`config.mk`:
```
export PLATFORM = sky130hd
export DESIGN_NAME = synth_cfg_regs
export DESIGN_NICKNAME = d
export VERILOG_FILES = /design/src/core/synth_cfg_pkg.sv /design/src/core/cal_engine.sv /design/src/core/synth_cfg_regs.sv
export SDC_FILE = /design/constraint.sdc
export NUM_CORES = 1
export LEC_CHECK = 0
export BUFFER_PORTS_ARGS = -buffer_cell sky130_fd_sc_hd__buf_2
export CORE_MARGIN = 2
export CORE_UTILIZATION = 55
export CTS_CLUSTER_SIZE = 30
export DETAILED_ROUTE_END_ITERATION = 10
export MAX_ROUTING_LAYER = met4
export PLACE_DENSITY = 0.8
export SLEW_MARGIN = 20
export SYNTH_ARGS = -nofsm -noshare
export SYNTH_HDL_FRONTEND = slang
export SYNTH_HIERARCHICAL = 1
export SYNTH_SLANG_ARGS = --single-unit
```
`constraint.sdc`:
```
create_clock -name sys_clk -period 2.76 [get_ports sys_clk]
set_clock_uncertainty 0.05 [all_clocks]
set_input_delay 0.138 -clock sys_clk [delete_from_list [all_inputs] [get_ports sys_clk]]
set_output_delay 0.138 -clock sys_clk [all_outputs]
set_load 0.005 [all_outputs]
```
`src/core/synth_cfg_pkg.sv`:
```
package synth_cfg_pkg;

    // ------------------------------------------------------------
    // Register indices (byte address = 4 * index)
    // ------------------------------------------------------------
    localparam logic [5:0]  IDX_CAL_CTRL      = 6'h00;
    localparam logic [5:0]  IDX_CAL_CLK_DIV   = 6'h01;
    localparam logic [5:0]  IDX_AMP_CAL_DELAY = 6'h04;
    localparam logic [5:0]  IDX_FORCE_CTRL    = 6'h08;
    localparam logic [5:0]  IDX_REF_DOUBLER   = 6'h09;
    localparam logic [5:0]  IDX_REF_REF_MULTIPLIER_SEL      = 6'h0a;
    localparam logic [5:0]  IDX_REF_POST_DIV  = 6'h0b;
    localparam logic [5:0]  IDX_REF_PRE_DIV   = 6'h0c;
    localparam logic [5:0]  IDX_PUMP_CURRENT  = 6'h0e;
    localparam logic [5:0]  IDX_FORCED_AMP    = 6'h10;
    localparam logic [5:0]  IDX_START_AMP     = 6'h11;
    localparam logic [5:0]  IDX_FORCED_BAND   = 6'h13;
    localparam logic [5:0]  IDX_CORE_SELECT   = 6'h14;
    localparam logic [5:0]  IDX_CAL_STATUS    = 6'h15;
    localparam logic [5:0]  IDX_CAL_RESULT    = 6'h16;

    // ------------------------------------------------------------
    // Field positions
    // ------------------------------------------------------------
    localparam int          POS_CAL_TRIGGER   = 3;
    localparam int          POS_DOUBLER       = 12;
    localparam int          POS_REF_MULTIPLIER_SEL_LO       = 7;
    localparam int          POS_POST_LO       = 4;
    localparam int          POS_PUMP_LO       = 4;
    localparam int          POS_DELAY_LO      = 8;
    localparam int          POS_AMP_FORCE     = 14;
    localparam int          POS_BAND_FORCE    = 11;
    localparam int          POS_CORE_LO       = 11;
    localparam int          POS_CORE_FORCE    = 10;

    // ------------------------------------------------------------
    // Reset values
    // ------------------------------------------------------------
    localparam logic [2:0]  RST_CAL_CLK_DIV   = 3'h3;
    localparam logic [7:0]  RST_AMP_DELAY     = 8'h0a;
    localparam logic [4:0]  RST_REF_MULTIPLIER_SEL          = 5'h01;
    localparam logic [7:0]  RST_POST_DIV      = 8'h01;
    localparam logic [11:0] RST_PRE_DIV       = 12'h001;
    localparam logic [2:0]  RST_PUMP          = 3'h7;
    localparam logic [8:0]  RST_FORCED_AMP    = 9'h080;
    localparam logic [8:0]  RST_START_AMP     = 9'h0fa;
    localparam logic [7:0]  RST_FORCED_BAND   = 8'hb7;
    localparam logic [2:0]  RST_CORE          = 3'h7;

    // ------------------------------------------------------------
    // Codes and timing
    // ------------------------------------------------------------
    localparam logic [4:0]  REF_MULTIPLIER_SEL_BYPASS       = 5'h01;
    localparam logic [4:0]  REF_MULTIPLIER_SEL_X3           = 5'h03;
    localparam logic [4:0]  REF_MULTIPLIER_SEL_X7           = 5'h07;
    localparam logic [2:0]  REF_MULTIPLIER_SEL_FACTOR_1     = 3'h1;
    localparam logic [2:0]  REF_MULTIPLIER_SEL_FACTOR_3     = 3'h3;
    localparam logic [2:0]  REF_MULTIPLIER_SEL_FACTOR_7     = 3'h7;
    localparam int          AMP_STEPS         = 4;

    typedef enum logic [1:0] {CAL_IDLE, CAL_AMP, CAL_DONE} cal_state_t;

endpackage

```
`src/core/cal_engine.sv`:
```
`timescale 1ns/1ps
module cal_engine
    import synth_cfg_pkg::*;
(
    input  wire logic       sys_clk,
    input  wire logic       rst,
    input  wire logic       start,
    input  wire logic [2:0] clk_div_code,
    input  wire logic [7:0] amp_delay,
    input  wire logic [8:0] start_amp,
    input  wire logic       amp_force,
    input  wire logic [8:0] forced_amp,
    input  wire logic       band_force,
    input  wire logic [7:0] forced_band,
    input  wire logic       core_force,
    input  wire logic [2:0] core_sel,
    output logic            busy,
    output logic            done,
    output logic [8:0]      amp_q,
    output logic [7:0]      band_q,
    output logic [2:0]      core_q
);
    // ------------------------------------------------------------
    // Calibration tick: reference divided by 1, 2, 4 or 8
    // ------------------------------------------------------------
    cal_state_t  state_q;
    logic [2:0]  div_cnt_q;
    logic [7:0]  dly_cnt_q;
    logic [2:0]  step_q;
    logic [2:0]  div_mask;
    wire         tick;
    wire  [1:0]  div_code;

    // Codes above 3 saturate at divide by 8
    assign div_code = (clk_div_code > 3'h3) ? 2'h3 : clk_div_code[1:0];
    assign div_mask = 3'((4'h1 << div_code) - 4'h1);
    assign tick     = ((div_cnt_q & div_mask) == div_mask);
    assign busy     = (state_q != CAL_IDLE);

    always_ff @(posedge sys_clk) begin
        if (rst) begin
            div_cnt_q <= 3'h0;
        end else begin
            div_cnt_q <= div_cnt_q + 3'h1;
        end
    end

    // ------------------------------------------------------------
    // Sequencer
    // ------------------------------------------------------------
    always_ff @(posedge sys_clk) begin
        if (rst) begin
            state_q   <= CAL_IDLE;
            dly_cnt_q <= 8'h00;
            step_q    <= 3'h0;
            done      <= 1'b0;
            amp_q     <= RST_START_AMP;
            band_q    <= RST_FORCED_BAND;
            core_q    <= RST_CORE;
        end else begin
            case (state_q)
                CAL_IDLE: begin
                    // Done is a one-cycle pulse, so that a later trigger can clear the sticky flag
                    done <= 1'b0;
                    if (start) begin
                        state_q   <= CAL_AMP;
                        dly_cnt_q <= amp_delay;
                        step_q    <= 3'h0;
                        amp_q     <= amp_force ? forced_amp : start_amp;
                        core_q    <= core_sel;
                        if (band_force) begin
                            band_q <= forced_band;
                        end
                    end
                end
                CAL_AMP: begin
                    if (tick) begin
                        if (dly_cnt_q != 8'h00) begin
                            dly_cnt_q <= dly_cnt_q - 8'h01;
                        end else if (amp_force || step_q == 3'(AMP_STEPS)) begin
                            state_q <= CAL_DONE;
                        end else begin
                            // Search walks amplitude down from start point
                            amp_q     <= amp_q - 9'h001;
                            step_q    <= step_q + 3'h1;
                            dly_cnt_q <= amp_delay;
                            if (!core_force && !band_force) begin
                                band_q <= band_q + 8'h01;
                            end
                        end
                    end
                end
                CAL_DONE: begin
                    done    <= 1'b1;
                    state_q <= CAL_IDLE;
                end
                default: begin
                    state_q <= CAL_IDLE;
                end
            endcase
        end
    end

    force_amp_a: assert property (@(posedge sys_clk) disable iff (rst)
        (state_q == CAL_IDLE && start && amp_force) |=> amp_q == $past(forced_amp))
        else $error("forced amplitude not loaded");
    start_amp_a: assert property (@(posedge sys_clk) disable iff (rst)
        (state_q == CAL_IDLE && start && !amp_force) |=> amp_q == $past(start_amp))
        else $error("start amplitude not loaded");
    force_band_a: assert property (@(posedge sys_clk) disable iff (rst)
        (state_q == CAL_IDLE && start && band_force) |=> band_q == $past(forced_band))
        else $error("forced band not loaded");
    core_load_a: assert property (@(posedge sys_clk) disable iff (rst)
        (state_q == CAL_IDLE && start) |=> core_q == $past(core_sel))
        else $error("core select not loaded");
    core_hold_a: assert property (@(posedge sys_clk) disable iff (rst)
        (busy && core_force) |=> $stable(core_q))
        else $error("forced core changed");
    tick_rate_a: assert property (@(posedge sys_clk) disable iff (rst)
        (clk_div_code == 3'h3 && tick) |=> !tick [*7])
        else $error("calibration tick too fast");
endmodule

```
`src/core/synth_cfg_regs.sv`:
```
`timescale 1ns/1ps
// Notes on behaviour
// The reference doubler is enabled by its bit and bypassed when clear; reset 0.
// The multiplier field selects bypass for 1, x3 for 3, x7 for 7, other codes reserved; reset 1.
// The 8-bit post-divider after the multiplier divides by its value; reset 1.
// The 12-bit pre-divider before the multiplier divides by its value; reset 1.
// The pump current field decodes 0:0, 1:6, 3:12, 4:3, 5:9, 7:15 mA, 2 and 6 reserved; reset 7.
// Software never sets the amplitude calibration delay below 10, its reset value.
// Software sets that delay above the calibration clock rate over 10 MHz for best noise.
// Software sets that delay to 25 or more when calibration time matters.
// With amplitude force set the forced amplitude is the final amplitude; resets 128 and 0.
// The amplitude search starts at the start amplitude field; reset 250.
// With band force set the forced band is the final band; resets 183 and 0.
// The core field names the start core and the forced core, 1 to 7; reset 7.
// With core force set the selected core is held; reset 0, for diagnostics.
// The calibration clock divides the reference by 1, 2, 4 or 8 for codes 0 to 3; reset 3.
// Writing 1 to the calibration trigger bit starts a calibration with the current settings.
// Software writes the fixed pattern into bits outside the named fields.
// Registers are 16 bits, a write updates all fields at once, all fields reset.
module synth_cfg_regs
    import synth_cfg_pkg::*;
(
    input  wire logic        sys_clk,
    input  wire logic        rst,
    input  wire logic        wb_cyc_i,
    input  wire logic        wb_stb_i,
    input  wire logic        wb_we_i,
    input  wire logic [7:0]  wb_adr_i,
    input  wire logic [31:0] wb_dat_i,
    input  wire logic [3:0]  wb_sel_i,
    output logic [31:0]      wb_dat_o,
    output logic             wb_ack_o,
    output logic             wb_err_o,
    output logic             ref_doubler_en,
    output logic [2:0]       ref_ref_multiplier_sel_factor,
    output logic             ref_ref_multiplier_sel_valid,
    output logic [7:0]       ref_post_div,
    output logic [11:0]      ref_pre_div,
    output logic [3:0]       pump_current_ma,
    output logic             pump_current_valid,
    output logic             cal_busy,
    output logic [8:0]       vco_amp,
    output logic [7:0]       vco_band,
    output logic [2:0]       vco_core
);
    import synth_cfg_pkg::*;

    // ------------------------------------------------------------
    // Field storage
    // ------------------------------------------------------------
    logic [2:0]  cal_clk_div_q;
    logic [7:0]  amp_cal_delay_q;
    logic        amp_force_en_q;
    logic        band_force_en_q;
    logic        doubler_q;
    logic [4:0]  ref_multiplier_sel_q;
    logic [7:0]  post_q;
    logic [11:0] pre_q;
    logic [2:0]  pump_q;
    logic [8:0]  forced_amplitude_q;
    logic [8:0]  start_amplitude_q;
    logic [7:0]  forced_band_q;
    logic [2:0]  core_q;
    logic        core_force_q;
    logic        trigger_q;
    logic        ack_q;
    logic        err_q;
    logic [31:0] rdata_q;
    logic        cal_done;
    logic        done_sticky_q;

    // ------------------------------------------------------------
    // Bus decode
    // ------------------------------------------------------------
    wire         req      = wb_cyc_i && wb_stb_i && !ack_q && !err_q;
    wire  [5:0]  idx      = wb_adr_i[7:2];
    wire         aligned  = (wb_adr_i[1:0] == 2'b00);
    // Only the low half-word carries data; both lanes must be enabled to write
    wire         lanes_ok = (wb_sel_i[1:0] == 2'b11);
    wire  [15:0] wd       = wb_dat_i[15:0];

    logic        mapped;
    logic [15:0] rd;
    always_comb begin
        mapped = 1'b1;
        rd     = 16'h0000;
        // Fixed bit patterns read back as software must write them
        case (idx)
            IDX_CAL_CTRL:      rd = 16'h0000;
            IDX_CAL_CLK_DIV:   rd = {13'h0001, cal_clk_div_q};
            IDX_AMP_CAL_DELAY: rd = {amp_cal_delay_q, 8'h43};
            IDX_FORCE_CTRL:    rd = {1'b0, amp_force_en_q, 2'b10, band_force_en_q, 11'h000};
            IDX_REF_DOUBLER:   rd = {3'h0, doubler_q, 12'h604};
            IDX_REF_REF_MULTIPLIER_SEL:      rd = {4'h1, ref_multiplier_sel_q, 7'h58};
            IDX_REF_POST_DIV:  rd = {4'h0, post_q, 4'h8};
            IDX_REF_PRE_DIV:   rd = {4'h5, pre_q};
            IDX_PUMP_CURRENT:  rd = {9'h03c, pump_q, 4'h0};
            IDX_FORCED_AMP:    rd = {7'h00, forced_amplitude_q};
            IDX_START_AMP:     rd = {7'h00, start_amplitude_q};
            IDX_FORCED_BAND:   rd = {8'h27, forced_band_q};
            IDX_CORE_SELECT:   rd = {2'b11, core_q, core_force_q, 10'h048};
            IDX_CAL_STATUS:    rd = {14'h0000, done_sticky_q, cal_busy};
            IDX_CAL_RESULT:    rd = {core_q == 3'h0 ? 3'h0 : vco_core, vco_band, 5'h00};
            default:           mapped = 1'b0;
        endcase
    end

    wire ok   = mapped && aligned && (lanes_ok || !wb_we_i);
    wire wr   = req && ok && wb_we_i;
    wire wr_at_0 = wr && (idx == IDX_CAL_CTRL);

    assign wb_ack_o = ack_q;
    assign wb_err_o = err_q;
    assign wb_dat_o = rdata_q;

    always_ff @(posedge sys_clk) begin
        if (rst) begin
            ack_q   <= 1'b0;
            err_q   <= 1'b0;
            rdata_q <= 32'h0000_0000;
        end else begin
            ack_q   <= req && ok;
            err_q   <= req && !ok;
            rdata_q <= (req && ok) ? {16'h0000, rd} : 32'h0000_0000;
        end
    end

    // ------------------------------------------------------------
    // Register writes: whole register at once
    // ------------------------------------------------------------
    always_ff @(posedge sys_clk) begin
        if (rst) begin
            cal_clk_div_q      <= RST_CAL_CLK_DIV;
            amp_cal_delay_q    <= RST_AMP_DELAY;
            amp_force_en_q     <= 1'b0;
            band_force_en_q    <= 1'b0;
            doubler_q          <= 1'b0;
            ref_multiplier_sel_q             <= RST_REF_MULTIPLIER_SEL;
            post_q             <= RST_POST_DIV;
            pre_q              <= RST_PRE_DIV;
            pump_q             <= RST_PUMP;
            forced_amplitude_q <= RST_FORCED_AMP;
            start_amplitude_q  <= RST_START_AMP;
            forced_band_q      <= RST_FORCED_BAND;
            core_q             <= RST_CORE;
            core_force_q       <= 1'b0;
        end else if (wr) begin
            case (idx)
                IDX_CAL_CLK_DIV:   cal_clk_div_q      <= wd[2:0];
                IDX_AMP_CAL_DELAY: amp_cal_delay_q    <= wd[POS_DELAY_LO +: 8];
                IDX_FORCE_CTRL: begin
                    amp_force_en_q  <= wd[POS_AMP_FORCE];
                    band_force_en_q <= wd[POS_BAND_FORCE];
                end
                IDX_REF_DOUBLER:   doubler_q          <= wd[POS_DOUBLER];
                IDX_REF_REF_MULTIPLIER_SEL:      ref_multiplier_sel_q             <= wd[POS_REF_MULTIPLIER_SEL_LO +: 5];
                IDX_REF_POST_DIV:  post_q             <= wd[POS_POST_LO +: 8];
                IDX_REF_PRE_DIV:   pre_q              <= wd[11:0];
                IDX_PUMP_CURRENT:  pump_q             <= wd[POS_PUMP_LO +: 3];
                IDX_FORCED_AMP:    forced_amplitude_q <= wd[8:0];
                IDX_START_AMP:     start_amplitude_q  <= wd[8:0];
                IDX_FORCED_BAND:   forced_band_q      <= wd[7:0];
                IDX_CORE_SELECT: begin
                    core_q       <= wd[POS_CORE_LO +: 3];
                    core_force_q <= wd[POS_CORE_FORCE];
                end
                default: begin
                end
            endcase
        end
    end

    // ------------------------------------------------------------
    // Calibration trigger and sticky done
    // ------------------------------------------------------------
    always_ff @(posedge sys_clk) begin
        if (rst) begin
            trigger_q     <= 1'b0;
            done_sticky_q <= 1'b0;
        end else begin
            trigger_q <= wr_at_0 && wd[POS_CAL_TRIGGER];
            // A new trigger clears done; a finishing calibration wins
            if (cal_done) begin
                done_sticky_q <= 1'b1;
            end else if (trigger_q) begin
                done_sticky_q <= 1'b0;
            end
        end
    end

    cal_engine u_cal (
        .sys_clk      (sys_clk),
        .rst          (rst),
        .start        (trigger_q),
        .clk_div_code (cal_clk_div_q),
        .amp_delay    (amp_cal_delay_q),
        .start_amp    (start_amplitude_q),
        .amp_force    (amp_force_en_q),
        .forced_amp   (forced_amplitude_q),
        .band_force   (band_force_en_q),
        .forced_band  (forced_band_q),
        .core_force   (core_force_q),
        .core_sel     (core_q),
        .busy         (cal_busy),
        .done         (cal_done),
        .amp_q        (vco_amp),
        .band_q       (vco_band),
        .core_q       (vco_core)
    );

    // ------------------------------------------------------------
    // Analog-facing decodes
    // ------------------------------------------------------------
    assign ref_doubler_en = doubler_q;
    assign ref_post_div   = post_q;
    assign ref_pre_div    = pre_q;

    always_comb begin
        ref_ref_multiplier_sel_valid  = 1'b1;
        ref_ref_multiplier_sel_factor = REF_MULTIPLIER_SEL_FACTOR_1;
        case (ref_multiplier_sel_q)
            REF_MULTIPLIER_SEL_BYPASS: ref_ref_multiplier_sel_factor = REF_MULTIPLIER_SEL_FACTOR_1;
            REF_MULTIPLIER_SEL_X3:     ref_ref_multiplier_sel_factor = REF_MULTIPLIER_SEL_FACTOR_3;
            REF_MULTIPLIER_SEL_X7:     ref_ref_multiplier_sel_factor = REF_MULTIPLIER_SEL_FACTOR_7;
            default:     ref_ref_multiplier_sel_valid  = 1'b0;
        endcase
    end

    always_comb begin
        pump_current_valid = 1'b1;
        pump_current_ma    = 4'h0;
        case (pump_q)
            3'h0:    pump_current_ma = 4'h0;
            3'h1:    pump_current_ma = 4'h6;
            3'h3:    pump_current_ma = 4'hc;
            3'h4:    pump_current_ma = 4'h3;
            3'h5:    pump_current_ma = 4'h9;
            3'h7:    pump_current_ma = 4'hf;
            default: pump_current_valid = 1'b0;
        endcase
    end

    // ------------------------------------------------------------
    // Checks
    // ------------------------------------------------------------
    ack_one_a: assert property (@(posedge sys_clk) disable iff (rst)
        wb_ack_o |=> !wb_ack_o)
        else $error("ack held longer than one cycle");
    trigger_start_a: assert property (@(posedge sys_clk) disable iff (rst)
        (wr_at_0 && wd[POS_CAL_TRIGGER] && !cal_busy) |=> ##1 cal_busy)
        else $error("trigger did not start calibration");
    pump_decode_a: assert property (@(posedge sys_clk) disable iff (rst)
        (pump_q == 3'h3) |-> (pump_current_ma == 4'hc && pump_current_valid))
        else $error("pump current decode wrong");
    ref_multiplier_sel_decode_a: assert property (@(posedge sys_clk) disable iff (rst)
        (ref_multiplier_sel_q == 5'h02) |-> !ref_ref_multiplier_sel_valid)
        else $error("reserved multiplier accepted");
    doubler_write_a: assert property (@(posedge sys_clk) disable iff (rst)
        (wr && idx == IDX_REF_DOUBLER) |=> ref_doubler_en == $past(wd[POS_DOUBLER]))
        else $error("doubler bit not written");
    pre_div_write_a: assert property (@(posedge sys_clk) disable iff (rst)
        (wr && idx == IDX_REF_PRE_DIV) |=> ref_pre_div == $past(wd[11:0]))
        else $error("pre-divider not written");
    post_div_write_a: assert property (@(posedge sys_clk) disable iff (rst)
        (wr && idx == IDX_REF_POST_DIV) |=> ref_post_div == $past(wd[11:4]))
        else $error("post-divider not written");
endmodule

```
---- After elaboration in Yosys (flattened, before gate mapping) ----
Index checks and enable logic that the tools add are counted.
Widths: inputs -> output; s select.
cells by class
  eq/ne operators ......................... 35
  magnitude comparators ................... 1
  div/mod/pow operators ................... 0
  shifts and indexed selects .............. 1
  bitwise operators ....................... 2
  reduce and logical (&&, ||, !) cells .... 50
  multipliers ............................. 0
  multiplexer cells ....................... 39
  add/sub/neg operators ................... 6
operators with widths
  operator             number
  $pmux 16 s14         1
  $mux 8               10
  $mux 9               5
  $eq 6x4->1 const B   6
  $eq 6x5->1 const B   6
  $pmux 8 s2           2
  $reduce_and 2->1     13
  $pmux 4 s5           1
  $pmux 9 s2           1
  $mux 3               5
  $reduce_or 15->1     1
  $eq 3x3->1 const B   4
  $pmux 3 s2           2
  $logic_and 1x1->1    11
  $mux 2               5
  $sub 9x1->9 const B  1
  $add 8x1->8 const B  1
  $ne 2x2->1 const B   4
  $reduce_and 4->1     2
  $reduce_bool 2->1    4
  $reduce_bool 8->1    1
  $sub 8x1->8 const B  1
  $reduce_and 7->1     1
  $add 3x1->3 const B  2
  29 further kinds     44
word-level totals
  register bits after elaboration ......... 145
  input bits .............................. 49
  bits in latches ......................... 0
  memories kept ........................... 0
  ROM bits ................................ 0
  word-level logic and storage cells ...... 162
  output and inout port bits .............. 85
  bits in writable memories ............... 0

---- Logic depth before layout (Yosys ltp) ----
  depth after elaboration ................. 9
  gate-level depth with buffers ........... 9
  gate-level depth less buffers ........... 7

---- Hierarchy ----
The synthesis kept the hierarchy.
modules (own cells, without submodules)
  module          instances  seq. area each (µm²)  cells each  area each (µm²)
  synth_cfg_regs  1          1,841.8               496         4,565.6
  cal_engine      1          740.7                 303         2,352.3

---- Worst setup path before layout ----
Ideal clock, no wire load.
  kind .................................... register -> register
  from .................................... register u_cal.dly_cnt_q[0]
  to ...................................... register u_cal.amp_q[1]
  arrival ................................. 2,039 ps
  setup time .............................. 120 ps
  stages on the path, launching flop included .. 9
  buffers on the path ..................... 2
  data required time ...................... 2,590 ps
  clock period less this slack ............ 2,209 ps
  slack ................................... 551 ps
  path through ............................ dfxtp_1 -> inv_1 -> ha_1 -> or3b_2 -> clkbuf_1 -> o41ai_2 -> o21ai_2 -> buf_6 -> a211o_1
between the ends
  longest elaborated chain between the ends .. 3
ends and longest elaborated chain
  what                               line              RTL
  from (decl)                        cal_engine.sv:28  logic [7:0] dly_cnt_q;
  from (signal assigned)             cal_engine.sv:67  dly_cnt_q <= amp_delay;
  from (signal assigned)             cal_engine.sv:79  dly_cnt_q <= dly_cnt_q - 8'h01;
  from (signal assigned)             cal_engine.sv:86  dly_cnt_q <= amp_delay;
  $reduce_bool 8->1                  cal_engine.sv:78  if (dly_cnt_q != 8'h00) begin
  $ne 2x2->1 (no source line)        -
  $reduce_and 5->1 (no source line)  -
  to (signal assigned)               cal_engine.sv:69  amp_q <= amp_force ? forced_amp : start_amp;
  to (signal assigned)               cal_engine.sv:84  amp_q <= amp_q - 9'h001;
  to (decl)                          cal_engine.sv:19  output logic [8:0] amp_q,
Every way passes these cells.
A chain may end at the register's enable or synchronous reset.

---- Worst setup path after layout ----
  from .................................... register u_cal.dly_cnt_q[0]
  to ...................................... register u_cal.amp_q[0]
The elaborated chain is that of the path after synthesis.

==> impl_results.md <==
- Outcome: finished clean
- Worst vdd ir: 0.000420 V
- Layout cell share with drive strength beyond 1: 20.0%
- FMAX: 408 MHz
- Hold buffer count at cts: 14
- Yosys warnings: 6
- Initial core utilization: 56.9%
- GRT Total Usage: 31.7%
- Routed WL: 20500 um
- Critical Path End Type: flop
- Remaining DRCs: 0
- Total grt overflow: 0
- Post-CTS Setup Inserts: 0
- Post-cts sizing count: 0
- Die ar.: 13500 um2
- Avg Cell Area, Syn: 8.66 um2
- I/O pin count: 134
- Overall Power: 4.40 mW
- CP required: 3060 ps
- Final slew viol count: 0
- Post-route setup TNS: 0 ps
- Num CTS Buffers: 17
- R2R Path End: u_cal/amp_q[0]
- FF+latch count, synth: 129
- Hold Path Depth: 3
- Clock period minus worst slack: 2450 ps
- Power Dens Cells: 537 nW/um2
- Hold Crit Class: input pin to flop
- Reg2Reg Setup Slack: 310 ps
- Vias per cell: 6.14
- GP Congestion: 0.935
- FF+latch area: 2580 um2
- Vias in the first global route: 6010
- WS Path Type: flop to flop
- Ant. Diodes: 0
- Period utilisation layout: 88.9%
- FFs w/ async S/R, synth: 0%
- Routed Antenna Nets: 0
- Drt wl/cell: 19.2 um
- RSZ-0062 raised after global routing: no
- Worst r2r path cells: 8
- Via count: 6581
- Die height: 116 um
- Final setup viols: 0
- Largest net degree at the start of global routing: 59
- Rel. slew slack: 41.2%
- Switching power: 1.00 mW
- Origin of the worst min-delay path: wb_we_i
- Number of synthesized flops with an enable pin: 0
- WP data arrival: 2760 ps
- Core area: 12200 um2
- Clock Latency Late Sink: 430 ps
- Final #Nets: 947
- Fillcell total: 1017
- Max Root-Sink Buffers: 2
- # clock sinks: 129
- Multi-input gate area: 3940 um2
- Clock share of power: 52.4%
- Total of max-cap violations: 0
- Pre-antenna DRT Iters: 5
- Synth Cell Area: 6920 um2
- Pint: 3.39 mW
- Syn Inst Count: 799
- H-tree levels: 4
- Combinational power share: 5.1%
- Antenna violations before repair: 0
- Drt initial violations: 792
- Sequential share of power: 42.5%
- Root buf cell: clkbuf_16
- Fin. Hold Viols: 0
- Leakage power: 3.40 nW
- Dominant synthesized flop cell: dfxtp_1
- Area delta synth->final: 18.3%
- Worst-Margin Slew: 880 ps
- Worst-path clk slew: 60 ps
- Die Wd: 116 um
- CTS tree: built
- Worst r2r src: u_cal/dly_cnt_q[0]
- Switching share of power: 22.8%
- Post-synthesis sequential area ratio: 37.3%
- CP max FO: 9
- CP Launch Type: flop
- Port Buffers: 98
- Post-DP HPWL: 13700 um
- Synth unique cells: 74
- Worst hold endpoint: trigger_q
- Wire length of the first global-routing pass: 31700 um
- Rows: 40
## cell usage in the layout (no fill, tap or decap), types with 5 or more instances in the layout
master,count
and3_1,16
nor2_1,85
a222oi_1,6
a211oi_1,14
nor3_1,23
nand3_1,12
nand4_1,8
a21oi_1,46
dlygate4sd3_1,14
buf_4,18
and2_1,12
conb_1,17
ha_1,7
a22oi_1,13
inv_1,18
mux2i_1,77
nor3b_1,5
nand2b_1,68
nor4_1,6
a211o_1,6
o21ai_0,20
nand2_1,28
nor2b_1,12
o21ai_1,8
a31oi_1,22
a21o_1,5
clkbuf_16,17
dfxtp_1,129
buf_2,97
## power groups by stage
stage / registers (mW) / clock network, mW / logic (mW)
after floorplan: 1.91 / 0 / 0.154
after global placement: 1.91 / 0 / 0.198
after detailed placement: 1.91 / 0 / 0.199
after CTS: 1.87 / 2.31 / 0.216
after global routing: 1.87 / 2.40 / 0.239
final: 1.87 / 2.30 / 0.223
## worst max path at each step
stage | slack, ps | start | endpoint | cells after the start
6_report | 310 | u_cal/dly_cnt_q[0] | u_cal/amp_q[0] | 8
5_1_grt | 180 | u_cal/dly_cnt_q[0] | u_cal/band_q[6] | 7
4_1_cts | 320 | u_cal/dly_cnt_q[0] | u_cal/band_q[6] | 7
3_5_place_dp | 330 | u_cal/dly_cnt_q[0] | u_cal/band_q[6] | 7
3_3_place_gp | 390 | u_cal/dly_cnt_q[0] | u_cal/band_q[6] | 7
2_1_floorplan | 550 | u_cal/dly_cnt_q[0] | u_cal/amp_q[1] | 8
## registers in the layout (all words and copies together), names as in the netlist, 2 cells and up
register              flops
wb_dat_o                 16
ref_pre_div              12
forced_amplitude_q        9
start_amplitude_q         9
u_cal/amp_q               9
amp_cal_delay_q           8
forced_band_q             8
ref_post_div              8
u_cal/band_q              8
u_cal/dly_cnt_q           8
ref_multiplier_sel_q      5
cal_clk_div_q             3
core_q                    3
pump_q                    3
u_cal/core_q              3
u_cal/div_cnt_q           3
u_cal/step_q              3
u_cal/state_q             2
## Yosys cell counts, types with 3 or more instances
master,instances,area (um2)
or2_2,4,25.0
nor4_1,6,37.5
ha_1,7,87.6
and2_1,12,75.1
inv_1,18,67.6
a221oi_1,3,26.3
a21oi_1,46,230
clkbuf_1,31,116
a211o_1,6,52.6
a211oi_1,14,105
nor2b_1,13,81.3
nand2b_1,68,425
a31oi_1,22,138
a21oi_2,3,26.3
a41oi_1,3,26.3
buf_6,3,33.8
buf_4,19,143
or3_1,4,25.0
o21a_1,4,30.0
mux2i_1,77,771
nand3_2,4,40.0
a22oi_1,13,97.6
nand2_1,28,105
nand3_1,12,60.1
o21ai_0,20,100
o31ai_1,3,22.5
o21ai_1,8,40.0
dfxtp_1,129,2580
nor2_1,85,319
nand4_1,8,50.1
a21o_1,5,37.5
buf_2,17,85.1
o2bb2ai_1,4,35.0
nand3b_1,3,22.5
nor3b_1,5,37.5
nor3_1,23,115
and3_1,16,100
a222oi_1,6,60.1
## cells by family after synthesis
logic type,Yosys count,share of synthesized area (%)
buffers and inverters,90,6.55
adders and majority gates,7,1.27
AOI/OAI and AO/OA,182,18.1
DFF,129,37.3
other,2,0.109
xor gates and xnor gates,1,0.127
muxes,78,11.3
and+or+nand+nor,310,25.3
## critical path, stage by stage (launching register included)
cell	delay (ps)
dfxtp_1	350
inv_1	90
ha_1	140
or3b_2	540
o41a_1	440
a21oi_2	290
buf_4	230
nand2_1	90
a21oi_1	160
## metal layers
metal	wire length, um	GRT usage [%]	vias up
met5	0	-	-
met4	805	15.1	0
met3	1650	7.01	68
met2	9810	50.1	355
met1	8280	38.6	3120
li1	-	-	3038
## area by class of cell
class	count	share of cell area, %
inverter	18	0.825
tap	168	2.57
sequential	129	31.5
clock inverter	13	1.97
clock buffer	19	5.41
multi-input combinational	595	48.1
timing repair buffer	130	9.54
## stage by stage
step	hold slack, ps	std cells	setup WS, ps	cell area [um2]	utilization (%)
2_1_floorplan	240	814	551	6970	-
3_3_place_gp	358	1026	388	7440	61.2
3_5_place_dp	370	1026	330	7440	61.2
4_1_cts	14.7	1072	324	8190	67.3
5_1_grt	37.4	1072	181	8190	67.3
6_report	22.4	1072	306	8190	67.3
(Power assumes the default switching activity.)
